**src/logic/return_code_pkg.sv**
```systemverilog
package return_code_pkg;

  // ---------------------------------------------------------------
  // Clock and time base
  // ---------------------------------------------------------------
  localparam int CLK_PERIOD_NS = 4;
  localparam int US_NS         = 1000;
  localparam int CYCLES_PER_US = US_NS / CLK_PERIOD_NS;

  localparam int SYNC_STAGES = 3;
  localparam int SYNC_W      = 2;
  localparam int PRE_W       = 16;
  localparam int US_W        = 16;
  localparam int FETCH_W     = 20;
  localparam int IDX_W       = 8;
  localparam int STATUS_W    = 8;

  localparam logic [US_W-1:0]    US_MAX     = 16'hFFFF;
  localparam logic [FETCH_W-1:0] FETCH_MAX  = 20'hFFFFF;
  localparam logic [IDX_W-1:0]   IDX_MAX    = 8'hFF;
  localparam logic [2:0]         BIT_LAST   = 3'h7;
  localparam logic [3:0]         STATUS_PAD = 4'h0;

  // ---------------------------------------------------------------
  // Speed modes, communication kinds and result codes
  // ---------------------------------------------------------------
  localparam logic [1:0] MODE0 = 2'h0;
  localparam logic [1:0] MODE1 = 2'h1;
  localparam logic [1:0] MODE2 = 2'h2;

  typedef enum logic [2:0] {
    COMM_MTX, COMM_STX, COMM_MRX, COMM_SRX, COMM_BRX
  } comm_t;

  localparam logic [1:0] OFS_START = 2'h0;
  localparam logic [1:0] OFS_FULL  = 2'h1;
  localparam logic [1:0] OFS_DONE  = 2'h2;
  localparam logic [1:0] OFS_ABORT = 2'h3;

  localparam logic [3:0] BASE_TX  = 4'h0;
  localparam logic [3:0] BASE_MRX = 4'h4;
  localparam logic [3:0] BASE_SRX = 4'h8;
  localparam logic [3:0] BASE_BRX = 4'hC;

  localparam logic [3:0] CODE_TX_START  = 4'h0;
  localparam logic [3:0] CODE_SRX_START = 4'h8;
  localparam logic [3:0] CODE_SRX_FULL  = 4'h9;
  localparam logic [3:0] CODE_BRX_START = 4'hC;

  localparam logic [1:0] STEP_MAX_TX = 2'h2;
  localparam logic [1:0] STEP_MAX_RX = 2'h3;

  // ---------------------------------------------------------------
  // Minimum code intervals and fetch times, microseconds
  // ---------------------------------------------------------------
  localparam logic [US_W-1:0] T_NONE       = 16'h0000;
  localparam logic [US_W-1:0] T_SHORT      = 16'h000A;
  localparam logic [US_W-1:0] T_MTX1_M0    = 16'h18B5;
  localparam logic [US_W-1:0] T_MTX1_M1    = 16'h0645;
  localparam logic [US_W-1:0] T_MTX1_M2    = 16'h0488;
  localparam logic [US_W-1:0] T_BYTE_M0    = 16'h062C;
  localparam logic [US_W-1:0] T_BYTE_M1    = 16'h0190;
  localparam logic [US_W-1:0] T_BYTE_M2    = 16'h0122;
  localparam logic [US_W-1:0] T_LAST_M0    = 16'h1C7A;
  localparam logic [US_W-1:0] T_LAST_M1    = 16'h0802;
  localparam logic [US_W-1:0] T_LAST_M2    = 16'h060E;
  localparam logic [US_W-1:0] T_FULL_M1    = 16'h1F5E;
  localparam logic [US_W-1:0] T_FULL_M2    = 16'h16A8;
  localparam logic [US_W-1:0] T_FETCH1_M0  = 16'h1289;
  localparam logic [US_W-1:0] T_FETCH1_M1  = 16'h04B5;
  localparam logic [US_W-1:0] T_FETCH1_M2  = 16'h0366;

  function automatic logic [US_W-1:0] by_mode(
    input logic [1:0] m, input logic [US_W-1:0] a,
    input logic [US_W-1:0] b, input logic [US_W-1:0] c);
    by_mode = (m == MODE0) ? a : ((m == MODE1) ? b : c);
  endfunction

  function automatic logic [US_W-1:0] interval_us(
    input comm_t k, input logic [1:0] m, input logic [1:0] step);
    logic [US_W-1:0] t;
    t = T_NONE;
    if (k == COMM_MTX || k == COMM_STX) begin
      case (step)
        2'h0:    t = (k == COMM_MTX) ?
                     by_mode(m, T_MTX1_M0, T_MTX1_M1, T_MTX1_M2) :
                     by_mode(m, T_BYTE_M0, T_BYTE_M1, T_BYTE_M2);
        2'h1:    t = T_SHORT;
        default: t = by_mode(m, T_LAST_M0, T_LAST_M1, T_LAST_M2);
      endcase
    end else begin
      case (step)
        2'h0:    t = by_mode(m, T_NONE, T_FULL_M1, T_FULL_M2);
        2'h1:    t = by_mode(m, T_BYTE_M0, T_BYTE_M1, T_BYTE_M2);
        2'h2:    t = T_SHORT;
        default: t = by_mode(m, T_LAST_M0, T_LAST_M1, T_LAST_M2);
      endcase
    end
    interval_us = t;
  endfunction

  function automatic logic [FETCH_W-1:0] fetch_us(
    input logic [1:0] m, input logic [IDX_W-1:0] idx);
    logic [FETCH_W-1:0] first;
    logic [FETCH_W-1:0] step;
    first = FETCH_W'(by_mode(m, T_FETCH1_M0, T_FETCH1_M1, T_FETCH1_M2));
    step  = FETCH_W'(by_mode(m, T_BYTE_M0, T_BYTE_M1, T_BYTE_M2));
    fetch_us = first + FETCH_W'(step * FETCH_W'(idx));
  endfunction

  function automatic logic [3:0] comm_base(input comm_t k);
    case (k)
      COMM_MRX: comm_base = BASE_MRX;
      COMM_SRX: comm_base = BASE_SRX;
      COMM_BRX: comm_base = BASE_BRX;
      default:  comm_base = BASE_TX;
    endcase
  endfunction

endpackage

```
**src/logic/link_sync.sv**
```systemverilog
`timescale 1ns/1ps
module link_sync
  import return_code_pkg::*;
(
  input  wire logic              clk,
  input  wire logic              rst,
  input  wire logic [SYNC_W-1:0] raw,
  output      logic [SYNC_W-1:0] clean
);

  // ---------------------------------------------------------------
  // Three stages per pin; a change counts once the last two agree
  // ---------------------------------------------------------------
  generate
    for (genvar i = 0; i < SYNC_W; i++) begin : g_bit
      logic [SYNC_STAGES-1:0] stage;
      logic                   held;
      always_ff @(posedge clk) begin
        if (rst) begin
          stage <= '0;
          held  <= 1'b0;
        end else begin
          stage <= {stage[SYNC_STAGES-2:0], raw[i]};
          if (stage[2] == stage[1]) begin
            held <= stage[1];
          end
        end
      end
      assign clean[i] = held;
    end
  endgenerate

endmodule // link_sync

```
**src/logic/return_code_sequencer.sv**
```systemverilog
`timescale 1ns/1ps
module return_code_sequencer
  import return_code_pkg::*;
#(
  parameter int US_CYCLES = CYCLES_PER_US
)(
  input  wire logic             clk,
  input  wire logic             rst,
  input  wire logic [1:0]       speed_mode,
  input  comm_t                 comm_sel,
  input  wire logic             ev_start,
  input  wire logic             ev_full,
  input  wire logic             ev_done,
  input  wire logic             ev_abort,
  input  wire logic             fetch_req,
  input  wire logic             sck_n,
  input  wire logic             status_sel,
  output      logic             so,
  output      logic             irq_n,
  output      logic [3:0]       result_status_reg,
  output      logic             code_strobe,
  output      logic             ev_pending,
  output      logic             fetch_grant,
  output      logic [IDX_W-1:0] fetch_count
);

  typedef enum logic [1:0] {SER_IDLE, SER_SHIFT, SER_DONE} ser_t;

  // ---------------------------------------------------------------
  // Declarations
  // ---------------------------------------------------------------
  logic [SYNC_W-1:0]   pins_clean;
  logic                sck_s;
  logic                sel_s;
  logic                sck_prev;
  logic                sel_prev;
  logic [PRE_W-1:0]    pre_cnt;
  logic                us_tick;
  logic [US_W-1:0]     gap_us;
  logic [FETCH_W-1:0]  start_us;
  logic                pend_valid;
  logic                pend_start;
  logic [3:0]          pend_code;
  comm_t               pend_comm;
  comm_t               active_comm;
  logic [1:0]          step;
  logic                mtx_active;
  logic                fetch_pend;
  ser_t                ser_state;
  logic [STATUS_W-1:0] shift;
  logic [2:0]          bit_cnt;

  wire logic [1:0]         mode_eff;
  wire logic               comm_is_tx;
  wire logic               full_drop;
  wire logic               ev_any;
  wire logic               ev_take;
  wire logic [1:0]         ev_ofs;
  wire logic [3:0]         ev_code;
  wire logic [US_W-1:0]    need_us;
  wire logic               post_now;
  wire logic [1:0]         step_max;
  wire logic               rx_skip_full;
  wire logic               post_mtx_start;
  wire logic               post_mtx_end;
  wire logic [FETCH_W-1:0] fetch_need;
  wire logic               grant_now;
  wire logic               sck_rise;
  wire logic               sel_rise;
  wire logic               status_load;
  wire logic [STATUS_W-1:0] status_word;

  // ---------------------------------------------------------------
  // Host serial pins
  // ---------------------------------------------------------------
  link_sync u_sync (
    .clk   (clk),
    .rst   (rst),
    .raw   ({status_sel, ~sck_n}),
    .clean (pins_clean)
  );

  // Clock pin idles high; synced inverted so reset matches idle, no false edge
  assign sck_s = ~pins_clean[0];
  assign sel_s = pins_clean[1];

  // ---------------------------------------------------------------
  // Decode
  // ---------------------------------------------------------------
  // Undefined mode 3 is run as MODE2, the mode with the shortest intervals
  assign mode_eff   = (speed_mode > MODE2) ? MODE2 : speed_mode;
  assign comm_is_tx = (comm_sel == COMM_MTX) || (comm_sel == COMM_STX);
  // Transmit kinds have no buffer-full code at all
  assign full_drop  = ev_full && ((mode_eff == MODE0) || comm_is_tx);
  assign ev_any     = ev_start | ev_full | ev_done | ev_abort;
  assign ev_take    = ev_start | ev_done | ev_abort | (ev_full & ~full_drop);
  assign ev_ofs     = ev_abort ? OFS_ABORT :
                      ev_done  ? OFS_DONE  :
                      (ev_full && !full_drop) ? OFS_FULL
                               : OFS_START;
  assign ev_code    = comm_base(comm_sel) | {2'h0, ev_ofs};

  assign need_us  = interval_us(active_comm, mode_eff, step);
  // A start opens a new exchange and waits for no earlier code
  assign post_now = pend_valid &&
                    (pend_start || (gap_us >= need_us));
  assign step_max = ((active_comm == COMM_MTX) ||
                     (active_comm == COMM_STX)) ? STEP_MAX_TX
                                                : STEP_MAX_RX;
  // Mode 0 frames never fill the buffer, so rx skips the full interval
  assign rx_skip_full = (mode_eff == MODE0) && (pend_comm != COMM_MTX) &&
                        (pend_comm != COMM_STX);

  assign post_mtx_start = post_now && pend_start &&
                          (pend_comm == COMM_MTX);
  assign post_mtx_end   = post_now && !pend_start &&
                          (pend_comm == COMM_MTX);

  assign fetch_need = fetch_us(mode_eff, fetch_count);
  assign grant_now  = fetch_pend && mtx_active &&
                      (start_us >= fetch_need);

  assign sck_rise    = sck_s & ~sck_prev;
  assign sel_rise    = sel_s & ~sel_prev;
  assign status_load = (ser_state == SER_IDLE) && sel_rise;
  assign status_word = {STATUS_PAD, result_status_reg};

  // ---------------------------------------------------------------
  // Microsecond time base
  // ---------------------------------------------------------------
  always_ff @(posedge clk) begin
    if (rst) begin
      pre_cnt <= '0;
      us_tick <= 1'b0;
    end else begin
      us_tick <= (pre_cnt == PRE_W'(US_CYCLES - 1));
      pre_cnt <= (pre_cnt == PRE_W'(US_CYCLES - 1)) ? '0
                                                   : pre_cnt + 1'b1;
    end
  end

  always_ff @(posedge clk) begin
    if (rst) begin
      gap_us   <= '0;
      start_us <= '0;
    end else begin
      if (post_now) begin
        gap_us <= '0;
      end else if (us_tick && gap_us != US_MAX) begin
        gap_us <= gap_us + 1'b1;
      end
      if (post_mtx_start) begin
        start_us <= '0;
      end else if (us_tick && start_us != FETCH_MAX) begin
        start_us <= start_us + 1'b1;
      end
    end
  end

  // ---------------------------------------------------------------
  // Pending code and posting
  // ---------------------------------------------------------------
  // One slot only: a newer event replaces a waiting one, as the
  // register itself would have been overwritten anyway
  always_ff @(posedge clk) begin
    if (rst) begin
      pend_valid <= 1'b0;
      pend_start <= 1'b0;
      pend_code  <= '0;
      pend_comm  <= COMM_MTX;
    end else if (ev_take) begin
      pend_valid <= 1'b1;
      pend_start <= (ev_ofs == OFS_START);
      pend_code  <= ev_code;
      pend_comm  <= comm_sel;
    end else if (post_now) begin
      pend_valid <= 1'b0;
    end
  end

  always_ff @(posedge clk) begin
    if (rst) begin
      result_status_reg <= '0;
      code_strobe       <= 1'b0;
      active_comm       <= COMM_MTX;
      step              <= '0;
    end else begin
      code_strobe <= post_now;
      if (post_now) begin
        result_status_reg <= pend_code;
      end
      if (post_now && pend_start) begin
        active_comm <= pend_comm;
        step        <= {1'b0, rx_skip_full};
      end else if (post_now && step != step_max) begin
        step <= step + 1'b1;
      end
    end
  end

  always_ff @(posedge clk) begin
    if (rst) begin
      ev_pending <= 1'b0;
    end else begin
      ev_pending <= ev_take | (pend_valid & ~post_now);
    end
  end

  // A new code wins over a status read clearing the request
  always_ff @(posedge clk) begin
    if (rst) begin
      irq_n <= 1'b1;
    end else if (post_now) begin
      irq_n <= 1'b0;
    end else if (status_load) begin
      irq_n <= 1'b1;
    end
  end

  // ---------------------------------------------------------------
  // Transmit data fetch pacing
  // ---------------------------------------------------------------
  always_ff @(posedge clk) begin
    if (rst) begin
      mtx_active <= 1'b0;
    end else if (post_mtx_start) begin
      mtx_active <= 1'b1;
    end else if (post_mtx_end) begin
      mtx_active <= 1'b0;
    end
  end

  // Requests are held, never dropped; the engine simply waits
  always_ff @(posedge clk) begin
    if (rst) begin
      fetch_pend  <= 1'b0;
      fetch_grant <= 1'b0;
      fetch_count <= '0;
    end else begin
      fetch_grant <= grant_now;
      fetch_pend  <= fetch_req | (fetch_pend & ~grant_now);
      if (post_mtx_start) begin
        fetch_count <= '0;
      end else if (grant_now && fetch_count != IDX_MAX) begin
        fetch_count <= fetch_count + 1'b1;
      end
    end
  end

  // ---------------------------------------------------------------
  // Status read shifter
  // ---------------------------------------------------------------
  always_ff @(posedge clk) begin
    if (rst) begin
      sck_prev <= 1'b1;
      sel_prev <= 1'b0;
    end else begin
      sck_prev <= sck_s;
      sel_prev <= sel_s;
    end
  end

  // Snapshot at select: a code posted mid-read is seen next read
  always_ff @(posedge clk) begin
    if (rst) begin
      ser_state <= SER_IDLE;
      shift     <= '0;
      bit_cnt   <= '0;
      so        <= 1'b0;
    end else begin
      case (ser_state)
        SER_IDLE: begin
          if (sel_rise) begin
            shift     <= status_word;
            so        <= status_word[STATUS_W-1];
            bit_cnt   <= '0;
            ser_state <= SER_SHIFT;
          end
        end
        SER_SHIFT: begin
          if (!sel_s) begin
            so        <= 1'b0;
            ser_state <= SER_IDLE;
          end else if (sck_rise) begin
            if (bit_cnt == BIT_LAST) begin
              so        <= 1'b0;
              ser_state <= SER_DONE;
            end else begin
              so      <= shift[STATUS_W-2];
              shift   <= {shift[STATUS_W-2:0], 1'b0};
              bit_cnt <= bit_cnt + 1'b1;
            end
          end
        end
        SER_DONE: begin
          if (!sel_s) begin
            ser_state <= SER_IDLE;
          end
        end
        default: ser_state <= SER_IDLE;
      endcase
    end
  end
endmodule // return_code_sequencer

```
**config.mk**
```make
export PLATFORM = sky130hd
export DESIGN_NAME = return_code_sequencer
export DESIGN_NICKNAME = d
export VERILOG_FILES = /design/src/logic/return_code_pkg.sv /design/src/logic/link_sync.sv /design/src/logic/return_code_sequencer.sv
export SDC_FILE = /design/constraint.sdc
export NUM_CORES = 1
export LEC_CHECK = 0
export BUFFER_PORTS_ARGS = -buffer_cell sky130_fd_sc_hd__clkbuf_2
export CORE_MARGIN = 2
export CORE_UTILIZATION = 57
export CTS_CLUSTER_DIAMETER = 200
export DETAILED_ROUTE_END_ITERATION = 10
export GPL_ROUTABILITY_DRIVEN = 0
export PLACE_DENSITY_LB_ADDON = 0.15
export RECOVER_POWER = 50
export SLEW_MARGIN = 40
export SYNTH_ARGS = -nofsm -noshare
export SYNTH_HDL_FRONTEND = slang
export SYNTH_SLANG_ARGS = --single-unit
```
**constraint.sdc**
```tcl
create_clock -name clk -period 6.8 [get_ports clk]
set_clock_uncertainty 0.15 [all_clocks]
set_input_delay 0.34 -clock clk [delete_from_list [all_inputs] [get_ports clk]]
set_output_delay 0.34 -clock clk [all_outputs]
set_load 0.02 [all_outputs]
```
==> impl_summary.md <==
Synth
The share of synthesized registers carrying an async set or reset is 0%. Counting distinct cell types in the post-synthesis netlist gives 62. By area the synthesized netlist is led by dfxtp_1 (26%), ha_1 (15%), fa_1 (11%), nor2_1 (4.7%), nand2_1 (4.5%).

The yosys synthesis warning count is 0. The cell area after synthesis is 0.00823 mm². In the synthesized netlist the dominant register cell turns out to be dfxtp_1. The share of the synthesized area in the top cell type is 26.3%. Counting flops with a built-in enable in the synthesized netlist gives 0. The fraction of the yosys area taken by sequential cells is 26.3%. The synthesized design contains 108 register bits. dfxtp_1 takes more of the synthesized area than any other cell.

Dividing the synthesized area by the synthesized cell count gives 8.27 µm². The post-synth net total is 1151. The synthesized instance count is 996.

Cells and area
The net count of the finished layout is 1199. The largest registers in the layout are start_us: 20 flops, gap_us: 16 flops, pre_cnt: 16 flops. The most frequent standard cell in the layout excluding fill and tap cells is dfxtp_1. The top register by number of flip-flops is start_us.

The top cell types in the final layout, fill and taps aside, are dfxtp_1 (106), nor2_1 (103), nand2_1 (98), inv_1 (97), ha_1 (97). The core utilization of the finished layout is 65.4%. The number of inserted diodes is 0. The finished layout holds 1229 standard cells, fillers aside. After filler insertion, the fill cell instance count of the layout stands at 1237. The sequential cell area is 0.00216 mm². The register with the most flip-flops in the layout has 20 of them. The synthesis-to-finish area growth is 11.1%. Summing all multi-input logic gate instances after layout gives 0.00558 mm². The fraction of final layout cells with drive strength greater than 1 is 9.63%.

Timing
The final max-slew violation count is 52. For the pin with the worst max-slew slack, the measured transition is 2.16 ns. The sum of negative setup slack is 0 ns. The total setup violations reported at the end of the flow is 0. The final clock period utilization by the worst path is 95.3%. The clock period minus worst slack is 6.48 ns. The headroom to the max-slew limit is -43.7%. For this run, the top clock speed supported by timing is 154 MHz.

The hold violation count in the final report was 0.

GRT
The number of global-route vias before repair is 6177. The initial antenna violation count is 0. Summed over all layers, the global routing overflow is 0.

The global-route wire length before repair is 28700 µm. The largest net degree at the start of global routing is 52. The overall global routing resource usage is 23.5%.

Setup path
The data arrival time at the worst-slack endpoint is 6.62 ns. The number of buffers and inverters on the critical path is 5. For flop-to-flop paths, the worst setup slack is 0.34 ns. Of all nets on the critical path, the largest fanout is 7. The launch point of the worst path is speed_mode[0]. The start of the worst register-to-register path is fetch_count[1]. The capture instance of the worst register-to-register path is fetch_count[4]. The kind of capture point of the worst setup path is a flop. STA puts the critical path data required time at 6.94 ns. In this design, the stage delay of the slowest critical-path cell is 0.56 ns. In this run the number of cells on the critical path is 26.

The slowest stage of the critical path is the or4_4 cell. The critical path is of the input port to flop type. The cell family contributing the most delay on the critical path is adder cells. The startpoint type of the worst setup path is an input port.

The end of the critical path is fetch_count[4]. For the worst flop-to-flop path, the logic depth is 23.

Clock tree
The tree built by TritonCTS fans out to 108 sinks. The TritonCTS clock tree is yes. The CTS clock-pin slew for the worst setup and hold paths is 0.08 ns.

The cell sitting at the root of the clock tree is a clkbuf_16. The CTS H-tree depth is 3. The number of clock buffers inserted by TritonCTS is 9. At the later pin of the worst-skew pair, clock insertion delay measures 0.37 ns. The clock passes through at most 2 buffers.

Min path
In this run the most critical hold path is launched from status_sel. In this run the worst hold path is classified as input port to flop.

Routing
The pre-antenna-repair detailed-routing pass consisted of 5 iterations. The mean routed wirelength per cell is 14.0 µm. The number of design rule violations left after detail routing is 0. The routed layout has 6676 vias. The routed design has 17200 µm of wire. Using the TritonRoute via totals, the vias-per-cell ratio works out to 5.43. The iteration-0 DRC count of the detailed router is 419. The post-detailed-route count of antenna-violating nets is 0.

Power and ir drop
Summed over all cells, the static leakage comes to 4.13 nW. The largest voltage drop on the vdd net is 156 µV. The total power is 1.29 mW.

Dividing total power by cell area gives a power density of 141 mW/mm².

Run
Max-cap violations in this run came to 1.

Place
Once placement completed, the tool counted placed cells totaling 1209. After legalization and detailed placement, the total HPWL measured 13300 µm. During placement, the flow inserted port buffers numbering 30.

Floorplanning
After floorplanning, the core was sized to cover 0.0140 mm². Once the floorplan was initialized, standard cells occupied 58.9% of the core. The width of the die is 124 µm. The vertical die dimension is 124 µm. The die area is 0.0154 mm². For this design the top-level I/O count stands at 31. The floorplan has 43 rows.

Outcome
The final reports fail on capacitance limit, slew limit. The run finished, with violations left.
==> kinds of logic (layout without fill, tap and decap cells) <==
| group | count (synthesis) | after routing | share of synthesized area [%] |
|---|---|---|---|
| buffers and inverters | 139 | 192 | 6.34 |
| adders and majority gates | 141 | 141 | 25.4 |
| DFF | 108 | 108 | 26.3 |
| muxes | 8 | 8 | 0.973 |
| xor gates and xnor gates | 60 | 60 | 6.38 |
| AOI/OAI and AO/OA | 164 | 164 | 12.5 |
| and+or+nand+nor | 376 | 376 | 22.1 |
==> layer usage <==
| layer | wire [µm] | up-vias | global-route usage (%) |
|---|---|---|---|
| li1 | - | 3455 | - |
| met1 | 8250 | 3110 | 31.3 |
| met2 | 8110 | 93 | 38.8 |
| met3 | 514 | 18 | 4.40 |
| met4 | 313 | 0 | 6.81 |
| met5 | 0 | - | 0 |
==> worst register-to-register path, stage by stage (launching register included) <==
cell      delay [ns]
dfxtp_1         0.47
nand2_1         0.16
fa_1            0.50
fa_1            0.51
inv_1           0.05
fa_1            0.48
inv_1           0.06
fa_1            0.52
inv_1           0.04
ha_1            0.29
o21a_1          0.11
o31a_1          0.12
o211ai_1        0.22
a21oi_1         0.09
or2_2           0.30
a311oi_2        0.27
xor2_1          0.11
ha_1            0.33
nand4_2         0.11
or4_4           0.56
a31oi_4         0.29
o211ai_4        0.13
or3_1           0.36
a21oi_1         0.14
==> stage by stage <==
step	hold WS (ns)	setup slack [ns]	instance area, µm²
2_1_floorplan	0.244	0.0388	8240
3_3_place_gp	0.263	0.0590	8790
3_5_place_dp	0.270	-0.0375	8810
4_1_cts	0.0255	0.243	9120
5_1_grt	0.0390	-0.0174	9150
6_report	0.0341	0.320	9150
==> power by group <==
| group | switching, mW | internal (mW) | total [mW] |
|---|---|---|---|
| sequential | 0.00679 | 0.640 | 0.647 |
| combinational | 0.0661 | 0.0457 | 0.112 |
| clock | 0.267 | 0.261 | 0.528 |
==> synth_stat cells (all sizes together), types with 3 or more instances <==
library cell	count
clkbuf	34
or2	7
dfxtp	108
nor3	15
mux2i	8
nor2	104
and2	22
a31oi	4
nor4	3
buf	6
ha	97
and4	5
o21ai	42
nor2b	21
o211ai	5
nand2	99
a211oi	6
a311oi	6
nand4	15
xor2	40
nand3	40
or3	14
a21o	8
a21oi	62
and3	8
inv	98
nand2b	12
o21a	7
fa	44
a22oi	3
xnor2	20
==> worst min path at each step <==
stage                                     endpoint  slack, ns  cells after the start
after global placement                    sck_prev       0.26                      1
after detailed placement                  sck_prev       0.27                      1
after global routing      u_sync.g_bit[1].stage[0]       0.04                      2
final                     u_sync.g_bit[1].stage[0]       0.03                      2
after floorplan                           sck_prev       0.24                      1
after CTS                               fetch_pend       0.03                      3
==> cell type report <==
cell class              count  share of cell area (%)
multi-input cells         749                    61.0
flip-flops and latches    108                    23.7
repair buffers             77                    5.49
inverters                  99                    4.10
clock buffers               9                    2.46
well taps                 180                    2.46
clock inverters             7                   0.821
==> repair_timing <==
action	in CTS	in global routing
setup buffers	0	3
hold buffers	1	0
endpoints found under the hold margin	1	0
endpoints found under the setup margin	0	8
resized for setup	0	9
No activity file was read; power rests on OpenSTA's default activity.
